`src/verilog/rge_map.vh`:
```
// Constants for the regulator group enable block
`ifndef RGE_MAP_VH
`define RGE_MAP_VH
`define RGE_NREG          8
`define RGE_R1            0
`define RGE_R2            1
`define RGE_R3            2
`define RGE_R4            3
`define RGE_R5            4
`define RGE_R6            5
`define RGE_R7            6
`define RGE_R8            7
`define RGE_GRP_A         0
`define RGE_GRP_B         1
`define RGE_GRP_C         2
`define RGE_GRP_D         3
`define RGE_GRP_E         4
`define RGE_RETRY_MS      10
`define RGE_CLK_KHZ       50000
`define RGE_RAMP_W        8
`define RGE_RAMP_FULL     8'hff
`define RGE_DVS10_MIN     4'h0
`define RGE_DVS10_MAX     4'h8
`define RGE_DVS_MIN       4'h0
`define RGE_DVS_MAX       4'hf
`define RGE_FINE_MAX      7'h78
`endif

```
`src/verilog/rge_group_enable.v`:
```
// Regulator group enable, discharge, isolation ramp and scaling control
// Contract
// - Five groups: A, B core, C, D, E
// - Group E holds peripheral_buck_boost only under option one
// - Group on/off switches all members together
// - Gate supply needs no lockout, pin, off, fault
// - Boost output needs gate supply, no command, fault
// - Core regulators need gate regulation, no command, fault
// - Peripheral_buck_boost gated by both groups C and E
// - Boost isolation switch ramps on gradually
// - Boost output discharged while its group off
// - Regs two to eight discharged when off
// - Boost setpoint 2.5% steps within 10%
// - Buck-boost setpoints 2.5% steps, +17.5/-20%
// - Core buck coarse setting from scaling register
// - Core buck fine downward steps to 40%
// - Boost switches tristated when battery above output
// - Regulators one to five use primary clock
// - Output monitors feed group fault gating
// - Per-regulator choice: shut off or flag only
// - Core auto-off fault shuts device, restarts, holds reset
// - Core group retries once after 10 ms
// - Thermal limit shuts whole group
`include "rge_map.vh"
`default_nettype none
module rge_group_enable #(
  parameter RETRY_CYC = (`RGE_RETRY_MS * `RGE_CLK_KHZ),
  parameter RAMP_W    = `RGE_RAMP_W
) (
  input  wire        mclk,
  input  wire        rst,
  input  wire        uvlo_pin,
  input  wire        power_switch_pin,
  input  wire        batt_above_5v_pin,
  input  wire        gate_drive_reg_ok,
  input  wire        cmd_wr,
  input  wire        global_off_command,
  input  wire [4:0]  group_off_cmd,
  input  wire        alt_seq_option1,
  input  wire [7:0]  ovuv_auto_off,
  input  wire [7:0]  ovuv_fault,
  input  wire [7:0]  short_fault,
  input  wire [7:0]  thermal_fault,
  input  wire        dvs_wr,
  input  wire [3:0]  dvs_boost,
  input  wire [3:0]  dvs_buck_boost_a,
  input  wire [3:0]  dvs_core_buck,
  input  wire [6:0]  dvs_core_buck_fine,
  input  wire [3:0]  dvs_buck_boost_b,
  input  wire [3:0]  dvs_peripheral,
  output reg         gate_drive_supply_en,
  output reg  [7:0]  reg_en,
  output reg  [7:0]  discharge_en,
  output reg  [7:0]  iso_ramp,
  output reg         boost_tristate,
  output reg  [7:0]  primary_switch_freq_sel,
  output reg  [7:0]  ovuv_flag,
  output reg         core_reset_n,
  output reg  [3:0]  boost_dvs_code,
  output reg  [3:0]  buck_boost_a_dvs_code,
  output reg  [3:0]  core_buck_dvs_code,
  output reg  [6:0]  core_buck_fine_code,
  output reg  [3:0]  buck_boost_b_dvs_code,
  output reg  [3:0]  peripheral_dvs_code
);

////////////////////////////////////////////////////////////////////////////////
// Helpers
function [3:0] rge_clamp;
  input [3:0] v;
  input [3:0] hi;
  begin
    rge_clamp = (v > hi) ? hi : v;
  end
endfunction

////////////////////////////////////////////////////////////////////////////////
// Pin synchronisers, change accepted when stages two and three agree
reg [2:0] uvlo_sync_reg;
reg [2:0] sw_sync_reg;
reg [2:0] batt_sync_reg;
reg       uvlo_reg;
reg       sw_reg;
reg       batt_reg;

always @(posedge mclk or posedge rst) begin
  if (rst) begin
    uvlo_sync_reg <= 3'h7;
    sw_sync_reg   <= 3'h7;
    batt_sync_reg <= 3'h0;
    uvlo_reg      <= 1'b1;
    sw_reg        <= 1'b1;
    batt_reg      <= 1'b0;
  end else begin
    uvlo_sync_reg <= {uvlo_sync_reg[1:0], uvlo_pin};
    sw_sync_reg   <= {sw_sync_reg[1:0], power_switch_pin};
    batt_sync_reg <= {batt_sync_reg[1:0], batt_above_5v_pin};
    if (uvlo_sync_reg[1] == uvlo_sync_reg[2])
      uvlo_reg <= uvlo_sync_reg[2];
    if (sw_sync_reg[1] == sw_sync_reg[2])
      sw_reg <= sw_sync_reg[2];
    if (batt_sync_reg[1] == batt_sync_reg[2])
      batt_reg <= batt_sync_reg[2];
  end
end

////////////////////////////////////////////////////////////////////////////////
// Stored commands and fault latches
reg        off_reg;
reg [4:0]  grp_off_reg;
reg [7:0]  trip_reg;
reg [7:0]  trip_next;
reg [7:0]  flag_next;
reg        core_sc_reg;
reg        retried_reg;
reg [31:0] retry_cnt_reg;
wire       retry_done = (retry_cnt_reg == RETRY_CYC - 1);
wire [7:0] ovuv_trip  = ovuv_fault & ovuv_auto_off;
wire       core_ovuv  = |ovuv_trip[`RGE_R4:`RGE_R2];
wire       core_therm = |thermal_fault[`RGE_R4:`RGE_R2];
wire       dev_fault  = core_ovuv | core_therm | (core_sc_reg & retried_reg);
wire       gate_ok    = ~uvlo_reg & sw_reg & ~off_reg & ~dev_fault;
wire       gate_reg_ok = gate_ok & gate_drive_reg_ok;

// Group membership
wire grp_a_fault = trip_reg[`RGE_R1] | thermal_fault[`RGE_R1];
wire grp_b_fault = |trip_reg[`RGE_R4:`RGE_R2] | core_sc_reg | core_therm;
wire grp_c_fault = |trip_reg[`RGE_R7:`RGE_R5] | |thermal_fault[`RGE_R7:`RGE_R5];
wire grp_d_fault = trip_reg[`RGE_R8] | thermal_fault[`RGE_R8];
wire grp_e_fault = alt_seq_option1 & (trip_reg[`RGE_R5] | thermal_fault[`RGE_R5]);
wire grp_e_off   = alt_seq_option1 & grp_off_reg[`RGE_GRP_E];

wire on_a = gate_ok & ~grp_off_reg[`RGE_GRP_A] & ~grp_a_fault;
wire on_b = gate_reg_ok & ~grp_off_reg[`RGE_GRP_B] & ~grp_b_fault;
wire on_c = gate_reg_ok & ~grp_off_reg[`RGE_GRP_C] & ~grp_c_fault;
wire on_5 = on_c & ~grp_e_off & ~grp_e_fault;
wire on_d = gate_reg_ok & ~grp_off_reg[`RGE_GRP_D] & ~grp_d_fault;
wire [7:0] en_next = {on_d, on_c, on_c, on_5, on_b, on_b, on_b, on_a};

always @* begin
  trip_next = trip_reg;
  flag_next = ovuv_flag | ovuv_fault;
  if (cmd_wr)
    flag_next = ovuv_fault;
  trip_next = (trip_reg | ovuv_trip | short_fault) & ~(cmd_wr ? ~ovuv_trip : 8'h00);
  trip_next[`RGE_R4:`RGE_R2] = ovuv_trip[`RGE_R4:`RGE_R2];
end

always @(posedge mclk or posedge rst) begin
  if (rst) begin
    off_reg       <= 1'b0;
    grp_off_reg   <= 5'h00;
    trip_reg      <= 8'h00;
    ovuv_flag     <= 8'h00;
    core_sc_reg   <= 1'b0;
    retried_reg   <= 1'b0;
    retry_cnt_reg <= 32'h0;
  end else begin
    if (cmd_wr) begin
      off_reg     <= global_off_command;
      grp_off_reg <= group_off_cmd;
    end
    trip_reg  <= trip_next;
    ovuv_flag <= flag_next;
    if (|short_fault[`RGE_R4:`RGE_R2] & ~core_sc_reg) begin
      core_sc_reg   <= 1'b1;
      retry_cnt_reg <= 32'h0;
    end else if (core_sc_reg & ~retried_reg) begin
      if (retry_done) begin
        core_sc_reg   <= 1'b0;
        retried_reg   <= 1'b1;
        retry_cnt_reg <= 32'h0;
      end else begin
        retry_cnt_reg <= retry_cnt_reg + 32'h1;
      end
    end
  end
end

////////////////////////////////////////////////////////////////////////////////
// Enables, discharge, ramp, clock select, reset
reg [RAMP_W-1:0] ramp_reg;
wire             ramp_full = &ramp_reg;

always @(posedge mclk or posedge rst) begin
  if (rst) begin
    gate_drive_supply_en    <= 1'b0;
    reg_en                  <= 8'h00;
    discharge_en            <= 8'hff;
    iso_ramp                <= 8'h00;
    ramp_reg                <= {RAMP_W{1'b0}};
    boost_tristate          <= 1'b0;
    primary_switch_freq_sel <= 8'h00;
    core_reset_n            <= 1'b0;
  end else begin
    gate_drive_supply_en <= gate_ok;
    reg_en               <= en_next;
    discharge_en         <= ~en_next;
    if (!on_a)
      ramp_reg <= {RAMP_W{1'b0}};
    else if (!ramp_full)
      ramp_reg <= ramp_reg + {{(RAMP_W-1){1'b0}}, 1'b1};
    iso_ramp       <= ramp_reg[RAMP_W-1 -: 8];
    boost_tristate <= batt_reg & on_a;
    primary_switch_freq_sel <= 8'h1f;
    core_reset_n   <= on_b & gate_drive_reg_ok;
  end
end

////////////////////////////////////////////////////////////////////////////////
// Dynamic voltage scaling codes
always @(posedge mclk or posedge rst) begin
  if (rst) begin
    boost_dvs_code        <= `RGE_DVS10_MIN;
    buck_boost_a_dvs_code <= `RGE_DVS_MIN;
    core_buck_dvs_code    <= `RGE_DVS_MIN;
    core_buck_fine_code   <= 7'h00;
    buck_boost_b_dvs_code <= `RGE_DVS_MIN;
    peripheral_dvs_code   <= `RGE_DVS_MIN;
  end else if (dvs_wr) begin
    boost_dvs_code        <= rge_clamp(dvs_boost, `RGE_DVS10_MAX);
    buck_boost_a_dvs_code <= rge_clamp(dvs_buck_boost_a, `RGE_DVS_MAX);
    core_buck_dvs_code    <= rge_clamp(dvs_core_buck, `RGE_DVS_MAX);
    core_buck_fine_code   <= (dvs_core_buck_fine > `RGE_FINE_MAX) ?
                             `RGE_FINE_MAX : dvs_core_buck_fine;
    buck_boost_b_dvs_code <= rge_clamp(dvs_buck_boost_b, `RGE_DVS_MAX);
    peripheral_dvs_code   <= rge_clamp(dvs_peripheral, `RGE_DVS_MAX);
  end
end

endmodule // rge_group_enable
`default_nettype wire

```
`config.mk`:
```
export PLATFORM = sky130hd
export DESIGN_NAME = rge_group_enable
export DESIGN_NICKNAME = d
export VERILOG_FILES = /design/src/verilog/rge_group_enable.v
export VERILOG_INCLUDE_DIRS = /design/src /design/src/verilog
export SDC_FILE = /design/constraint.sdc
export NUM_CORES = 1
export LEC_CHECK = 0
export ABC_AREA = 1
export ABC_CLOCK_PERIOD_IN_PS = 4950
export BUFFER_PORTS_ARGS = -buffer_cell sky130_fd_sc_hd__buf_2
export CAP_MARGIN = 20
export CORE_ASPECT_RATIO = 0.7
export CORE_UTILIZATION = 53
export CTS_CLUSTER_SIZE = 24
export DETAILED_ROUTE_END_ITERATION = 10
export HOLD_SLACK_MARGIN = 0.15
export MAX_ROUTING_LAYER = met4
export PLACE_DENSITY_LB_ADDON = 0.2
export SETUP_SLACK_MARGIN = 0.5
export SYNTH_ARGS = -nofsm -noshare
export SYNTH_HDL_FRONTEND = slang
export SYNTH_SLANG_ARGS = --single-unit
```
`constraint.sdc`:
```
create_clock -name mclk -period 4.95 [get_ports mclk]
set_clock_uncertainty 0.05 [all_clocks]
set_input_delay 0.495 -clock mclk [delete_from_list [all_inputs] [get_ports mclk]]
set_output_delay 0.495 -clock mclk [all_outputs]
set_load 0.02 [all_outputs]
```
**Word level (Yosys, flattened, before mapping)**

Cells that the tools add are included.

- Bits in registers: 131
- Bits of input ports: 74
- Output and inout port bits: 70
- Word-level logic and storage cells: 120

- $add $sub $neg: 2
- Order comparisons: 6
- Equality and inequality tests: 5
- Muxes and demuxes: 16
- Bitwise operators: 53
- Reductions and logical operators: 11

Operator list:

| kind | count |
|---|---|
| $mux 32 | 3 |
| $add 32x1->32 const B | 1 |
| $eq 32x19->1 const B | 1 |
| $mux 8 | 4 |
| $not 8->8 | 3 |
| $or 8x8->8 | 3 |
| $and 1x1->1 | 21 |
| $gt 4x4->1 const B | 5 |
| $mux 4 | 5 |
| $reduce_or 3->1 | 6 |
| $and 8x8->8 | 2 |
| $not 1->1 | 16 |
| $add 8x1->8 const B | 1 |
| $or 1x1->1 | 8 |
| $reduce_and 8->1 | 1 |
| $gt 7x7->1 const B | 1 |
| $mux 7 | 1 |
| $reduce_bool 2->1 | 2 |
| $eq 1x1->1 | 3 |
| $mux 1 | 3 |
| $reduce_and 3->1 | 1 |
| $ne 2x2->1 const B | 1 |
| $reduce_and 2->1 | 1 |

**Depth between registers and ports, before layout**

- Depth after elaboration: 12
- Gate-level depth with buffers: 11
- Depth with buffers taken out: 10

**Least setup slack after synthesis**

Ideal clock, no wire load.

- Kind: input to register
- Start: input short_fault[2]
- End: register retry_cnt_reg[16]
- Library setup time: 0.113 ns
- Data arrival time: 1.331 ns
- Required time: 4.787 ns
- Slack: 3.457 ns
- Stages: 10
- Path through: nor2_1 nand2_1 nand2_2 nand2_1 buf_4 buf_4 nand4_1 nand2_1 nand2_1 inv_1

- Longest elaborated chain between the ends: 3
- Elaborated cells on any way between the ends: 4
- Classes of those cells: 1 x mux; 1 x bitwise; 2 x reduce/logical

Ends and longest elaborated chain:

| what | RTL line | source |
|---|---|---|
| start, declared | rge_group_enable.v:42 | `input wire [7:0] short_fault,` |
| $reduce_or 3->1 * | rge_group_enable.v:165 | `` if (\|short_fault[`RGE_R4:`RGE_R2] & ~core_sc_reg) begin `` |
| $and 1x1->1 * | rge_group_enable.v:165 |  |
| $mux 32 or $reduce_bool 2->1 (tied branches) | n/a |  |
| end signal, assigned | rge_group_enable.v:174 | `retry_cnt_reg <= retry_cnt_reg + 32'h1;` |
| end, declared | rge_group_enable.v:116 | `reg [31:0] retry_cnt_reg;` |

Mark *: on every way between the ends. The rest lies on a longest branch, timed or not.
A chain may end at the register's enable or synchronous reset.

**Worst setup path after layout**

- Start: register core_sc_reg
- End: register retry_cnt_reg[20]

- Longest elaborated chain between the ends: 3
- Elaborated cells on any way between the ends: 5
- Classes of those cells: 1 x mux; 3 x bitwise; 1 x reduce/logical

Ends and longest elaborated chain:

| what | RTL line | source |
|---|---|---|
| start, declared | rge_group_enable.v:114 | `reg core_sc_reg;` |
| start signal, assigned | rge_group_enable.v:155 | `core_sc_reg <= 1'b0;` |
| start signal, assigned | rge_group_enable.v:166 | `core_sc_reg <= 1'b1;` |
| start signal, assigned | rge_group_enable.v:170 | `core_sc_reg <= 1'b0;` |
| $not 1->1 | rge_group_enable.v:165 |  |
| $and 1x1->1 | rge_group_enable.v:165 |  |
| $mux 32 or $reduce_bool 2->1 (tied branches) | n/a |  |

Parallel ways exist; a longest one is shown, timed or not.

==> impl_metrics.csv <==
group,metric,value,unit
synth,postSynthCellCount,722,
die,row_count,31,
worst_setup_path,arrival,2.32,ns
job,drv_cap,0,
worst_setup_path,r2r_slack,2.86,ns
detailed_routing,firstDrtPassIters,5,
die,design.core.area,0.0105,mm²
sta,period_minus_slack,2.09,ns
detailed_routing,drt_iter0_drc,383,
worst_setup_path,cp-end-kind,"register",
sta,post-route-period-util,42.1,%
place,dp_hpwl,9830,µm
synth,synthDistinctLibCells,36,
sta,drv_slew,0,
sta,setup_viol,0,
sta,holdWs,0.227,ns
hold_path,min_path_type,"input port to register",
worst_setup_path,rr_worst_depth,9,
grt,antenna_found_initial,0,
sta,tightest_slew,0.726,ns
place,place.gp.congestion,0.987,
die,dieArea,0.0114,mm²
clocking,htree_num_levels,4,
detailed_routing,ant_nets,0,
sta,rsz0062_at_grt,"false",
layout,antennaDiodeCount,0,
pwr,irDropWorstVdd,0.283,mV
grt,grt_max_degree,81,
die,die_width,127,µm
worst_setup_path,r2r-start,"core_sc_reg",
grt,grt_pass1_wl,22800,µm
synth,synth_warnings,0,
clocking,clockBufferDepth,2,
die,initial_utilization,55.2,%
worst_setup_path,critPathKind,"register to register",
place,postPlaceCellArea,0.00656,mm²
hold_path,whs_endpoint,"buck_boost_b_dvs_code[0]",
worst_setup_path,path_max_fanout,21,
pwr,power.leakage,3.76,nW
layout,layout.nets,940,
worst_setup_path,critPathRequiredTime,5.19,ns
die,die_h,89.6,µm
grt,grt_overflow,0,
layout,syn_to_final_growth,24.9,%
hold_path,hold_path_depth,3,
pwr,power_density,374,mW/mm²
sta,finalHoldViolCount,0,
detailed_routing,avgRoutedWirePerCell,13.2,µm
synth,syn_avg_cell_area,8.04,µm²
clocking,cts_resized,0,
grt,track_usage,27.0,%
detailed_routing,drc,0,
clocking,ctsRootBufferMaster,"clkbuf_16",
layout,fin_area,0.00725,mm²
sta,clock.fmax,479,MHz
clocking,clk-insertion-delay-late,0.41,ns
layout,largest_register_ffs,32,
synth,ys_ff_latch,125,
sta,fin_setup_tns,0,ns
layout,fillers,853,
grt,grt_pass1_vias,4830,
worst_setup_path,r2r-end,"retry_cnt_reg[20]",
clocking,cts_tree,"built",
detailed_routing,vias,5113,
status,status,"complete, no violations",
clocking,numCtsBuffers,17,
place,io_buffers,140,
layout,drive_gt1_share,23.9,%
synth,seq_area_frac_synth,54.2,%
detailed_routing,drt-total-wl,13600,µm
hold_path,hold_start,"dvs_buck_boost_b[0]",
sta,slew_headroom,51.3,%
clocking,numClockSinks,125,
synth,synth_area,0.00580,mm²
clocking,path_clk_slew,0.06,ns
die,io_pins,144,
worst_setup_path,cp-start-kind,"register",
detailed_routing,vias_per_cell,4.99,
## stage by stage
stage	setup WS, ns	instances	utilization (%)	total power, W
after detailed placement	2.59	988	62.4	0.00143
after floorplan	1.10	724	-	0.00134
final	2.86	1025	68.9	0.00271
after global placement	2.42	987	62.3	0.00142
after CTS	2.87	1023	68.6	0.00272
after global routing	2.72	1025	68.9	0.00281
## synthesized netlist by cell type
library cell	instances	share of area [%]
a21o_1	8	1.0
a21oi_1	1	0.086
a22o_1	3	0.45
a31o_2	1	0.15
a31oi_1	1	0.11
buf_1	1	0.065
buf_2	2	0.17
buf_4	15	1.9
buf_6	1	0.19
clkbuf_1	7	0.45
clkinv_1	2	0.13
conb_1	2	0.13
dfrtp_1	112	48
dfstp_2	13	5.9
ha_1	2	0.43
inv_1	78	5.0
inv_2	1	0.065
maj3_1	3	0.52
nand2_1	253	16
nand2_2	5	0.54
nand2_4	1	0.19
nand3_1	25	2.2
nand3_2	2	0.34
nand3b_1	1	0.13
nand4_1	24	2.6
nor2_1	104	6.7
nor2_2	9	0.97
nor2_4	1	0.19
nor3_1	13	1.1
nor3_2	1	0.17
nor4_1	1	0.11
o21ai_0	15	1.3
o21ai_1	1	0.086
o31a_1	1	0.15
or2_2	2	0.22
xor2_1	10	1.5
## cell type report
class                           instances  area (µm²)  area share, %
Clock buffer                           23         488           6.73
Clock inverter                          9         133           1.83
Inverter                               81         307           4.23
Multi-Input combinational cell        492        2200           30.4
Sequential cell                       125        3140           43.4
Tap cell                              148         185           2.56
Timing Repair Buffer                  147         791           10.9
## worst max-delay path by stage
stage                               from           endpoint  slack [ns]
after global routing         core_sc_reg  retry_cnt_reg[20]        2.72
after global placement    short_fault[2]  retry_cnt_reg[13]        2.42
final                        core_sc_reg  retry_cnt_reg[20]        2.86
after CTS                    core_sc_reg  retry_cnt_reg[20]        2.87
after floorplan                      rst           batt_reg        1.10
after detailed placement          dvs_wr  boost_dvs_code[1]        2.59
## cells by family (layout without fill, tap and decap cells)
logic type,after synthesis,in the layout,share of synthesized area (%)
fa+ha+maj,5,5,0.948
buf+inv,107,260,8.06
other cells,2,4,0.129
simple gates,442,442,31.8
flops,125,125,54.2
compound gates,31,31,3.36
xor+xnor,10,10,1.51
## routing by layer
metal  part of all wire [%]  vias up  global-route usage (%)
met5                      0        -                       -
met4                    1.0        0                    9.09
met3                    8.3       14                    6.76
met2                     44      217                    40.6
met1                     47     2373                    36.0
li1                       -     2509                       -
## cell usage in the layout, fill, tap and decap left out, drive strengths merged, types with 4 or more instances in the layout
cell,count
a21o,8
buf,143
clkbuf,23
clkinv,5
conb,4
dfrtp,112
dfstp,13
dlygate4sd3,4
inv,80
nand2,259
nand3,27
nand4,24
nor2,114
nor3,14
o21ai,16
xor2,10
## where the power goes
part	total (W)	switching (W)	internal, W
registers	0.00116	0.0000616	0.00109
clock network	0.00129	0.000443	0.000846
logic	0.000269	0.000166	0.000102
total	0.00271	0.000671	0.00204
## critical path, cell delays in order, from the launching register on
cell and delay, ns:
dfrtp_1 0.41, inv_1 0.12, nand2_2 0.20, nand2_1 0.57, buf_8 0.26, nand2_1 0.11
nor2_1 0.09, nand2_1 0.05, nand2_1 0.05, nor2_1 0.04
## timing repair
action,CTS,global route
setup endpoints to repair,0,0
hold buffers,3,1
hold endpoints to repair,3,3
buffers inserted,0,0
No activity file was read; power rests on OpenSTA's default activity.
